$ cat src/logic/wsw_params.svh
// Offsets, field positions, reset values and timing counts of the watchdog and sleep block.
`ifndef WSW_PARAMS_SVH
`define WSW_PARAMS_SVH

// Register indexes; the byte address on the bus is four times the index.
`define WSW_IDX_STATUS 14'h0003
`define WSW_IDX_INTCTL 14'h000b
`define WSW_IDX_PIRQF 14'h000c
`define WSW_IDX_OPTION 14'h0081
`define WSW_IDX_PIRQE 14'h008c
`define WSW_IDX_CONFIG 14'h2007

// Field positions in interrupt_control.
`define WSW_B_GIE 7
`define WSW_B_PERIPHERAL_IRQ_ENABLE 6
`define WSW_B_TIMER0_OVERFLOW_ENABLE 5
`define WSW_B_XIE 4
`define WSW_B_PCIE 3
`define WSW_B_TIMER0_OVERFLOW_FLAG 2
`define WSW_B_XIF 1
`define WSW_B_PCIF 0

// Field positions in the option, configuration and status registers.
`define WSW_B_EDGE 6
`define WSW_B_PSA 3
`define WSW_B_WATCHDOG_FUSE_ENABLE 3
`define WSW_B_TO 4
`define WSW_B_PD 3

// Reset values of the writable registers and implemented bits of the peripheral flag and enable registers.
`define WSW_RST_INTCTL 8'h00
`define WSW_RST_PIRQF 8'h00
`define WSW_RST_PIRQE 8'h00
`define WSW_RST_OPTION 8'hff
`define WSW_RST_CONFIG 8'hff
`define WSW_PIRQ_MASK 8'hc9

// Watchdog base period: 18 ms in microseconds, clock in MHz, count of clk_sys cycles.
`define WSW_WDT_BASE_US 18000
`define WSW_CLK_MHZ 40
`define WSW_WDT_BASE_CYC (`WSW_WDT_BASE_US * `WSW_CLK_MHZ)
`define WSW_BASE_W 24

// Fixed interrupt vector.
`define WSW_VECTOR 13'h0004

`endif

$ cat src/logic/wsw_pkg.sv
// Types shared by the watchdog and sleep control modules.
`default_nettype none
`include "wsw_params.svh"
package wsw_pkg;

	typedef enum logic [0:0] {st_run, st_sleep} wsw_mode_e;

	typedef struct packed {
		logic [`WSW_BASE_W-1:0] base;
		logic [6:0] pre;
		logic pend;
	} wsw_wdt_s;

	typedef struct packed {
		wsw_mode_e mode;
		logic [2:0] master_clear_pin_n_s;
		logic master_clear_pin_n_f;
		logic [2:0] xirq_s;
		logic xirq_f;
		logic [7:0] intctl;
		logic [7:0] pirqf;
		logic [7:0] pirqe;
		logic [7:0] option;
		logic [7:0] config_w;
		logic to_n;
		logic pd_n;
		logic ack;
		logic [7:0] rdat;
		logic dev_rst;
		logic clr;
		logic vec;
		logic [12:0] prefetch;
		logic [12:0] ret;
	} wsw_top_s;

endpackage
`default_nettype wire

$ cat src/logic/wsw_wdt.sv
// Watchdog counter with its optional power-of-two prescaler.
`default_nettype none
`include "wsw_params.svh"
module wsw_wdt
	import wsw_pkg::*;
#(
	parameter int BASE_CYC = `WSW_WDT_BASE_CYC
) (
	input wire logic clk_sys,
	input wire logic rst,
	input wire logic enable,
	input wire logic prescaler_assign,
	input wire logic [2:0] ps,
	input wire logic clear,
	output logic timeout
);

	wsw_wdt_s q, d;

	// Last prescaler count for the selected ratio 1:1 up to 1:128.
	function automatic logic [6:0] ratio_last(input logic [2:0] sel);
		ratio_last = 7'((8'h01 << sel) - 8'h01);
	endfunction

	// The counter free-runs on its own timebase, never gated by the core's sleep state.
	always_comb begin
		d = q;
		if (clear || !enable) begin
			d.base = '0;
			d.pre = '0;
			d.pend = 1'b0;
		end else begin
			d.pend = 1'b0;
			if (q.base == `WSW_BASE_W'(BASE_CYC - 1)) begin
				d.base = '0;
				if (!prescaler_assign || q.pre == ratio_last(ps)) begin
					d.pre = '0;
					d.pend = 1'b1;
				end else begin
					d.pre = q.pre + 7'h01;
				end
			end else begin
				d.base = q.base + `WSW_BASE_W'(1);
			end
		end
	end

	// State register.
	always_ff @(posedge clk_sys) begin
		if (rst) begin
			q <= '0;
		end else begin
			q <= d;
		end
	end

	// A clear in the cycle of the time-out suppresses it.
	assign timeout = q.pend && enable && !clear;
endmodule
`default_nettype wire

$ cat src/logic/wsw_top.sv
// Watchdog, sleep entry and wake-up control with its register file on a Wishbone slave.
`default_nettype none
`include "wsw_params.svh"
// How it works
// - Watchdog counts on its own free-running timebase, unaffected by sleep.
// - A watchdog time-out while running pulses the internal device reset.
// - A watchdog time-out while asleep wakes the core instead of resetting.
// - Configuration watchdog enable bit at zero stops the watchdog until the bit is written back to one.
// - Without prescaler the time-out is about 18 ms.
// - Option register can give the watchdog a prescaler up to 1:128.
// - Clear-watchdog and sleep instructions clear counter and assigned prescaler.
// - A watchdog time-out clears the active-low timeout flag unless master-clear ends sleep in the same cycle.
// - Sleep entry clears watchdog, clears powerdown, sets timeout, stops oscillator, holds pins.
// - A watchdog reset never drives the master-clear pin low.
// - Master-clear, watchdog time-out or enabled interrupt end sleep.
// - Powerdown flag sets at power-up and clears on the sleep instruction.
// - The address after the sleep instruction is prefetched.
// - Interrupt wake needs the individual enable, never the global enable.
// - After wake, global enable set means one instruction then the vector.
// - Enabled pending interrupt at sleep makes the core wake at once.
// - Every wake from sleep clears the watchdog.
// - Servicing clears global enable, pushes return address, loads vector.
// - Interrupt flags set on their events regardless of enables.
module wsw_top
	import wsw_pkg::*;
#(
	parameter int WDT_BASE_CYC = `WSW_WDT_BASE_CYC
) (
	input wire logic clk_sys,
	input wire logic rst,
	input wire logic wb_cyc_i,
	input wire logic wb_stb_i,
	input wire logic wb_we_i,
	input wire logic [15:0] wb_adr_i,
	input wire logic [3:0] wb_sel_i,
	input wire logic [31:0] wb_dat_i,
	output logic [31:0] wb_dat_o,
	output logic wb_ack_o,
	input wire logic master_clear_pin_n,
	input wire logic external_irq_pin,
	input wire logic timer0_overflow_evt,
	input wire logic port_change_evt,
	input wire logic [7:0] peripheral_evt,
	input wire logic watchdog_clear_instr,
	input wire logic sleep_instr,
	input wire logic instr_retire,
	input wire logic [12:0] pc_i,
	output logic core_run,
	output logic osc_driver_en,
	output logic io_hold,
	output logic device_reset,
	output logic [12:0] prefetch_addr,
	output logic vector_load,
	output logic [12:0] vector_addr,
	output logic return_push,
	output logic [12:0] return_addr,
	output logic timeout_flag_n,
	output logic powerdown_flag_n
);

	wsw_top_s q, d;
	logic wdt_to;
	logic wdt_clear;
	logic wake_req;
	logic req;
	logic wr;
	logic [13:0] idx;

	// The watchdog clears on either instruction directly and on wake or watchdog reset one cycle later.
	assign wdt_clear = watchdog_clear_instr || (sleep_instr && q.mode == st_run) || q.clr;

	wsw_wdt #(
		.BASE_CYC(WDT_BASE_CYC)
	) u_wdt (
		.clk_sys(clk_sys),
		.rst(rst),
		.enable(q.config_w[`WSW_B_WATCHDOG_FUSE_ENABLE]),
		.prescaler_assign(q.option[`WSW_B_PSA]),
		.ps(q.option[2:0]),
		.clear(wdt_clear),
		.timeout(wdt_to)
	);

	// An interrupt source wakes the core when its own enable and flag are both set; peripheral sources also need the group enable.
	assign wake_req = (q.intctl[`WSW_B_TIMER0_OVERFLOW_ENABLE] && q.intctl[`WSW_B_TIMER0_OVERFLOW_FLAG])
		|| (q.intctl[`WSW_B_XIE] && q.intctl[`WSW_B_XIF])
		|| (q.intctl[`WSW_B_PCIE] && q.intctl[`WSW_B_PCIF])
		|| (q.intctl[`WSW_B_PERIPHERAL_IRQ_ENABLE] && |(q.pirqe & q.pirqf));

	// Bus decode: a new request is one not yet answered; a write lands on the ack edge.
	assign req = wb_cyc_i && wb_stb_i && !q.ack;
	assign wr = wb_cyc_i && wb_stb_i && q.ack && wb_we_i && wb_sel_i[0];
	assign idx = wb_adr_i[15:2];

	// Next-state logic for the whole block.
	always_comb begin
		d = q;
		d.ack = 1'b0;
		d.dev_rst = 1'b0;
		d.clr = 1'b0;
		d.vec = 1'b0;

		// Pins pass three flops; a level counts once the last two agree.
		d.master_clear_pin_n_s = {q.master_clear_pin_n_s[1:0], master_clear_pin_n};
		d.xirq_s = {q.xirq_s[1:0], external_irq_pin};
		if (q.master_clear_pin_n_s[2] == q.master_clear_pin_n_s[1]) begin
			d.master_clear_pin_n_f = q.master_clear_pin_n_s[2];
		end
		if (q.xirq_s[2] == q.xirq_s[1]) begin
			d.xirq_f = q.xirq_s[2];
		end

		// Software writes first, so hardware events below win over a clear.
		if (wr) begin
			case (idx)
				`WSW_IDX_INTCTL: d.intctl = wb_dat_i[7:0];
				`WSW_IDX_PIRQF: d.pirqf = wb_dat_i[7:0] & `WSW_PIRQ_MASK;
				`WSW_IDX_PIRQE: d.pirqe = wb_dat_i[7:0] & `WSW_PIRQ_MASK;
				`WSW_IDX_OPTION: d.option = wb_dat_i[7:0];
				`WSW_IDX_CONFIG: d.config_w = wb_dat_i[7:0];
				default: ;
			endcase
		end

		// Flags set on their events whatever the enables say.
		if (timer0_overflow_evt) begin
			d.intctl[`WSW_B_TIMER0_OVERFLOW_FLAG] = 1'b1;
		end
		if (port_change_evt) begin
			d.intctl[`WSW_B_PCIF] = 1'b1;
		end
		if (d.xirq_f != q.xirq_f && d.xirq_f == q.option[`WSW_B_EDGE]) begin
			d.intctl[`WSW_B_XIF] = 1'b1;
		end
		d.pirqf = d.pirqf | (peripheral_evt & `WSW_PIRQ_MASK);

		// Sleep, wake and reset sequencing.
		case (q.mode)
			st_run: begin
				if (sleep_instr) begin
					d.pd_n = 1'b0;
					d.to_n = 1'b1;
					d.prefetch = pc_i + 13'h0001;
					if (wake_req) begin
						d.clr = 1'b1;
					end else begin
						d.mode = st_sleep;
					end
				end else if (watchdog_clear_instr) begin
					d.pd_n = 1'b1;
					d.to_n = 1'b1;
				end
				if (wdt_to) begin
					d.to_n = 1'b0;
					d.dev_rst = 1'b1;
					d.clr = 1'b1;
				end else if (instr_retire && q.intctl[`WSW_B_GIE] && wake_req && !sleep_instr) begin
					d.vec = 1'b1;
					d.intctl[`WSW_B_GIE] = 1'b0;
					d.ret = pc_i;
				end
			end
			st_sleep: begin
				if (!q.master_clear_pin_n_f) begin
					d.mode = st_run;
					d.clr = 1'b1;
				end else if (wdt_to) begin
					d.to_n = 1'b0;
					d.mode = st_run;
					d.clr = 1'b1;
				end else if (wake_req) begin
					d.mode = st_run;
					d.clr = 1'b1;
				end
			end
			default: d.mode = st_run;
		endcase

		// Master-clear resets the core in any state and stays internal only for the watchdog.
		if (!q.master_clear_pin_n_f) begin
			d.dev_rst = 1'b1;
		end

		// Read data is captured with the request and shown with ack.
		if (req) begin
			d.ack = 1'b1;
			case (idx)
				`WSW_IDX_STATUS: d.rdat = {3'h0, q.to_n, q.pd_n, 3'h0};
				`WSW_IDX_INTCTL: d.rdat = q.intctl;
				`WSW_IDX_PIRQF: d.rdat = q.pirqf;
				`WSW_IDX_PIRQE: d.rdat = q.pirqe;
				`WSW_IDX_OPTION: d.rdat = q.option;
				`WSW_IDX_CONFIG: d.rdat = q.config_w;
				default: d.rdat = 8'h00;
			endcase
		end
	end

	// State register; power-up sets both status flags.
	always_ff @(posedge clk_sys) begin
		if (rst) begin
			q <= '0;
			q.mode <= st_run;
			q.master_clear_pin_n_s <= 3'h7;
			q.master_clear_pin_n_f <= 1'b1;
			q.intctl <= `WSW_RST_INTCTL;
			q.pirqf <= `WSW_RST_PIRQF;
			q.pirqe <= `WSW_RST_PIRQE;
			q.option <= `WSW_RST_OPTION;
			q.config_w <= `WSW_RST_CONFIG;
			q.to_n <= 1'b1;
			q.pd_n <= 1'b1;
		end else begin
			q <= d;
		end
	end

	// Outputs; while asleep the oscillator driver is off and pins keep their state.
	assign core_run = (q.mode == st_run);
	assign osc_driver_en = core_run;
	assign io_hold = !core_run;
	assign device_reset = q.dev_rst;
	assign prefetch_addr = q.prefetch;
	assign vector_load = q.vec;
	assign vector_addr = `WSW_VECTOR;
	assign return_push = q.vec;
	assign return_addr = q.ret;
	assign timeout_flag_n = q.to_n;
	assign powerdown_flag_n = q.pd_n;
	assign wb_ack_o = q.ack;
	assign wb_dat_o = {24'h000000, q.rdat};
endmodule
`default_nettype wire

$ cat config.mk
export PLATFORM = sky130hd
export DESIGN_NAME = wsw_top
export DESIGN_NICKNAME = d
export VERILOG_FILES = /design/src/logic/wsw_pkg.sv /design/src/logic/wsw_wdt.sv /design/src/logic/wsw_top.sv
export VERILOG_INCLUDE_DIRS = /design/src /design/src/logic
export SDC_FILE = /design/constraint.sdc
export NUM_CORES = 1
export LEC_CHECK = 0
export BUFFER_PORTS_ARGS = -buffer_cell sky130_fd_sc_hd__buf_2
export CAP_MARGIN = 0
export CORE_ASPECT_RATIO = 0.75
export CORE_MARGIN = 2
export CORE_UTILIZATION = 47
export DETAILED_ROUTE_END_ITERATION = 10
export GPL_TIMING_DRIVEN = 1
export PLACE_DENSITY = 0.76
export SLEW_MARGIN = 20
export SYNTH_ARGS = -nofsm -noshare
export SYNTH_HDL_FRONTEND = slang
export SYNTH_HIERARCHICAL = 1
export SYNTH_SLANG_ARGS = --single-unit
$ cat constraint.sdc
create_clock -name clk_sys -period 2.29 [get_ports clk_sys]
set_input_delay 0.458 -clock clk_sys [delete_from_list [all_inputs] [get_ports clk_sys]]
set_output_delay 0.458 -clock clk_sys [all_outputs]
set_load 0.03 [all_outputs]
-- Yosys cells after proc, flatten, opt, wreduce, memory -nomap -nowiden
Cells that the tools add are included.
- register bits after elaboration: 117
- word-level logic and storage cells: 139
- bitwise operators: 5
- reductions and logical operators: 51
- shifts and indexed selects: 1
- muxes and demuxes: 37
- eq/ne operators: 15
- add/sub/neg operators: 4
- operators by type and width (kind ; count):
    $pmux 8 s6 ; 1
    $mux 40 ; 1
    $mux 8 ; 5
    $eq 14x4->1 const B ; 2
    $eq 14x8->1 const B ; 2
    $add 24x1->24 const B ; 1
    $eq 24x20->1 const B ; 1
    $mux 1 ; 22
    $reduce_and 2->1 ; 9
    $logic_and 1x1->1 ; 16
    $eq 14x14->1 const B ; 1
    $eq 14x2->1 const B ; 1
    $reduce_bool 2->1 ; 7
    $add 13x1->13 const B ; 1
    $mux 9 ; 1
    $reduce_or 3->1 ; 3
    $and 8x8->8 ; 1
    $or 8x8->8 ; 1
    $reduce_or 8->1 ; 1
    $add 7x1->7 const B ; 1
    $eq 7x7->1 ; 1
    $logic_or 1x1->1 ; 7
    $mux 7 ; 1
    $shl 1x3->7 const A ; 1
    other kinds (12) ; 25

-- Longest topological paths before layout
- word-level depth: 9
- gate-level depth with buffers: 10

-- By module
The synthesis kept the hierarchy.
- by module, submodules not included (module ; area an instance (um^2) ; instances ; seq. area each (um^2) ; cells an instance):
    wsw_top ; 4187.8 ; 1 ; 1621.6 ; 462
    wsw_wdt ; 1612.8 ; 1 ; 640.6 ; 185

-- Worst setup path before layout
No wires, ideal clock.
- kind: register to register
- start point: register q (netlist bit io_hold)
- end point: register q (netlist bit return_addr[10])
- period minus slack after synthesis: 2.303 ns
- setup time: 0.128 ns
- data arrival time: 2.175 ns
- setup slack: -0.013 ns
- cell stages (with the launch flop): 11
- required time: 2.162 ns
- path buffers: 2
- cells stage by stage: dfxtp_1 > nor2b_1 > clkbuf_1 > or3_1 > and3b_1 > nor2_1 > nand4b_1 > a21oi_2 > buf_2 > mux2i_1 > nor2_1
- longest elaborated chain between the ends: 8
- RTL lines (element ; line ; RTL):
    start, declared ; wsw_top.sv:61 ; wsw_top_s q, d;
    $not 1->1 (no source line) ; n/a ;
    $logic_and 1x1->1 ; wsw_top.sv:70 ; assign wdt_clear = watchdog_clear_instr || (sleep_instr && q.mode == st_run) || q.clr;
    $logic_or 1x1->1 (2 in a row) ; wsw_top.sv:70 ;
    named net wdt_clear ; wsw_top.sv:63 ; logic wdt_clear;
    $logic_not 1->1 ; wsw_wdt.sv:58 ; assign timeout = q.pend && enable && !clear;
    $logic_and 1x1->1 ; wsw_wdt.sv:58 ;
    named net wdt_to ; wsw_top.sv:62 ; logic wdt_to;
    $not 1->1 (no source line) ; n/a ;
    $reduce_and 3->1 (no source line) ; n/a ;
The timed path passes the listed nets, and every way through them passes these cells.
A chain may end at the register's enable or synchronous reset.

-- Worst setup path after layout
- start point: register u_wdt/q[8] in the netlist's numbering
- end point: register u_wdt/q[5] in the netlist's numbering
- longest elaborated chain between the ends: 1
- RTL lines (element ; line ; RTL):
    start, declared ; wsw_wdt.sv:18 ; wsw_wdt_s q, d;
    start signal, assigned ; wsw_wdt.sv:51 ; q <= '0;
    start signal, assigned ; wsw_wdt.sv:53 ; q <= d;
    $eq 24x20->1 ; wsw_wdt.sv:34 ; if (q.base == `WSW_BASE_W'(BASE_CYC - 1)) begin
No other way between the ends.

==> flow_summary.yaml <==
power_and_ir_drop:
  max-vdd-ir-drop_mv: 0.5395
  powerDensity_nw_per_um2: 738.7
  p_total_mw: 4.910
  leakagePower_nw: 2.592
worst_setup_path:
  crit_fanout: 7
  path_cells: "ha_1 > and4_1 > nand3_2 > or2_4 > o31ai_4 > nor2_1"
  cp-end-kind: "flop"
  rrSetupSlack_ps: 180
  cp_slowest_cell: "o31ai_4"
  cpPeakStageDelay_ps: 420
  startpoint_type: "flop"
  critPathArrivalTime_ps: 2410
  worstSetupPathType: "reg2reg"
  cp.required_ps: 2580
route:
  drt-initial-drc-count: 380
  first_pass_iters: 5
  wl_per_cell_um: 15.35
  wl_um: 13690
  vias_per_cell: 5.393
  remaining_drc_errors: 0
  antenna_left: 0
  vias: 4811
final_layout:
  final_nets: 801
  final_cell_count_no_fill: 892
  seqCellArea_um2: 2262
  insertedDiodeCount: 0
  fin_area_um2: 6646
  finalCoreUtilization: 0.5459
  multi_input_area_um2: 2937
  area_growth_pct: 14.58
  nFillCells: 1080
  final_layout_size_suffix_gt1_frac: 0.2507
placed_design:
  hpwlAfterDp_um: 9916
  dpl-instance-area_um2: 6090
  port_buffers: 94
  dp.cells: 860
  place.gp.congestion: 0.8951
floorplanning:
  core-area_um2: 12170
  ios: 165
  die_w_um: 132.3
  die_h_um: 100.2
  rows: 35
  die_area_um2: 13260
  start_util: 0.4765
outcome:
  status: "finished, final reports clean"
synth:
  avgSynthCellArea_um2: 8.965
  synth_edf_count: 0
  yosysUniqueCellTypes: 70
  synth_top_area_share: 0.3900
  yosys.area.top_type: "dfxtp_1"
  async_reset_ff_frac: 0
  ys.flop_type: "dfxtp_1"
  syn_area_um2: 5801
  syn_inst: 647
  yosysSeqAreaShare: 0.3900
  ys_top_cells_by_count: "113 x dfxtp_1, 74 x nor2_1, 73 x buf_4"
  synth_area_leaders: "dfxtp_1 39%, buf_4 9.4%, nor2_1 4.8%, mux2i_1 4.5%, nand2_1 3.0%"
  synth.yosys.warnings: 6
  ys_ff_latch: 113
  post-synth-top-count-cell: "dfxtp_1"
clocking:
  h-tree-depth: 4
  cts_buffers: 17
  cts.clk_slew.worst_paths_ps: 50
  cts_sinks: 113
  cts_tree: "built"
  clockBufferDepth: 2
  worstSkewPairLatency_ps: 420
  postCtsSetupBuffers: 0
  post_cts_resized: 0
  clockRootBuffer: "clkbuf_16"
  cts.hold.buffers_added: 0
timing:
  setup_viol: 0
  drv_slew: 0
  tightest_slew_ps: 611.8
  final.setup.tns_ps: 0
  fmax_ghz: 0.4731
  rsz0062_at_grt: "false"
  fin_crit_ps: 2114
  min_period_over_period: 0.9229
  hold_violations: 0
  slew_headroom: 0.5921
  skew_ps: 11.14
global_routing:
  grt_pass1_vias: 4518
  grt_pass1_wl_um: 22020
  antenna_found_initial: 0
  track_usage: 0.2086
  grt_max_degree: 57
  overflow: 0
flow_run:
  cap_violations: 0
hold_path:
  hp-class: "in2reg"
kinds of logic after synthesis:
group                      Yosys count  share of synthesized area
AOI/OAI and AO/OA                   99                     0.1240
DFF                                113                     0.3900
adders and majority gates            3                   0.006472
and+or+nand+nor                    253                     0.2487
muxes                               28                    0.04875
buffers and inverters              113                     0.1264
xor gates and xnor gates            36                    0.05436
other                                2                   0.001295
metrics by stage:
step | setup WS (ps) | hold slack, ps
after global placement | 169.2 | 392.3
final | 176.5 | 249.5
after detailed placement | 86.80 | 401.7
after floorplan | 48.55 | 389.5
after global routing | 59.46 | 248.2
after CTS | 206.0 | 236.3
layer usage:
metal,global-route usage,vias up,wire [µm],share of wire
li1,-,2308,-,-
met2,0.3341,207,6328,0.46
met5,0,-,0,0
met4,0.08189,0,242,0.018
met1,0.2718,2276,6085,0.44
met3,0.05455,20,1033,0.075
layout by cell type, fill, tap and decap left out, types with 8 or more instances in the layout:
cell type  Yosys  final
nor3_1        24     24
a211oi_1      14     14
clkbuf_16      0     17
buf_4         73     17
conb_1         2     37
a21oi_1       22     22
nor2_1        74     74
xor2_1        19     19
buf_2          8     94
a22oi_1        8      8
xnor2_1       17     17
o21ai_0       13     13
nand4_1       12     12
nand2_1       46     46
mux2i_1       26     26
a211o_1       16     16
nand3_1       11     11
inv_1         12     12
nor2b_1       21     21
dfxtp_1      113    113
layout make-up:
class,instances,area share
flip-flops and latches,113,0.3404
inverters,12,0.006777
clock buffers,19,0.06664
well taps,166,0.03125
multi-input cells,456,0.4418
clock inverters,13,0.01713
repair buffers,113,0.09601
registers in the layout, summed over array words and instances (netlist names):
name / flops
q: 37
u_wdt/q: 32
prefetch_addr: 13
return_addr: 13
wb_dat_o: 8
d: 4
device_reset: 1
io_hold: 1
powerdown_flag_n: 1
return_push: 1
timeout_flag_n: 1
wb_ack_o: 1
worst paths after layout:
path | from | cells after the start | end
worst max-delay path | u_wdt/q[8] | 6 | u_wdt/q[5]
worst max register to register | u_wdt/q[8] | 6 | u_wdt/q[5]
worst min register to register | d[86] | 1 | d[87]
worst min-delay path | master_clear_pin_n | 2 | d[86]
worst max-delay path, delay by kind of cell, from the launching register on:
kind / cells / cell delay (ps)
flops: 1 / 370
compound gates: 1 / 420
simple gates: 4 / 970
fa+ha+maj: 1 / 240
where the power goes:
part / leakage [nW] / internal (mW) / switching [mW] / total [mW]
sequential: 0.918 / 2.01 / 0.0243 / 2.03
clock: 0.261 / 1.51 / 0.949 / 2.46
combinational: 1.41 / 0.118 / 0.302 / 0.420
total: 2.59 / 3.63 / 1.28 / 4.91
(Power assumes the default switching activity.)
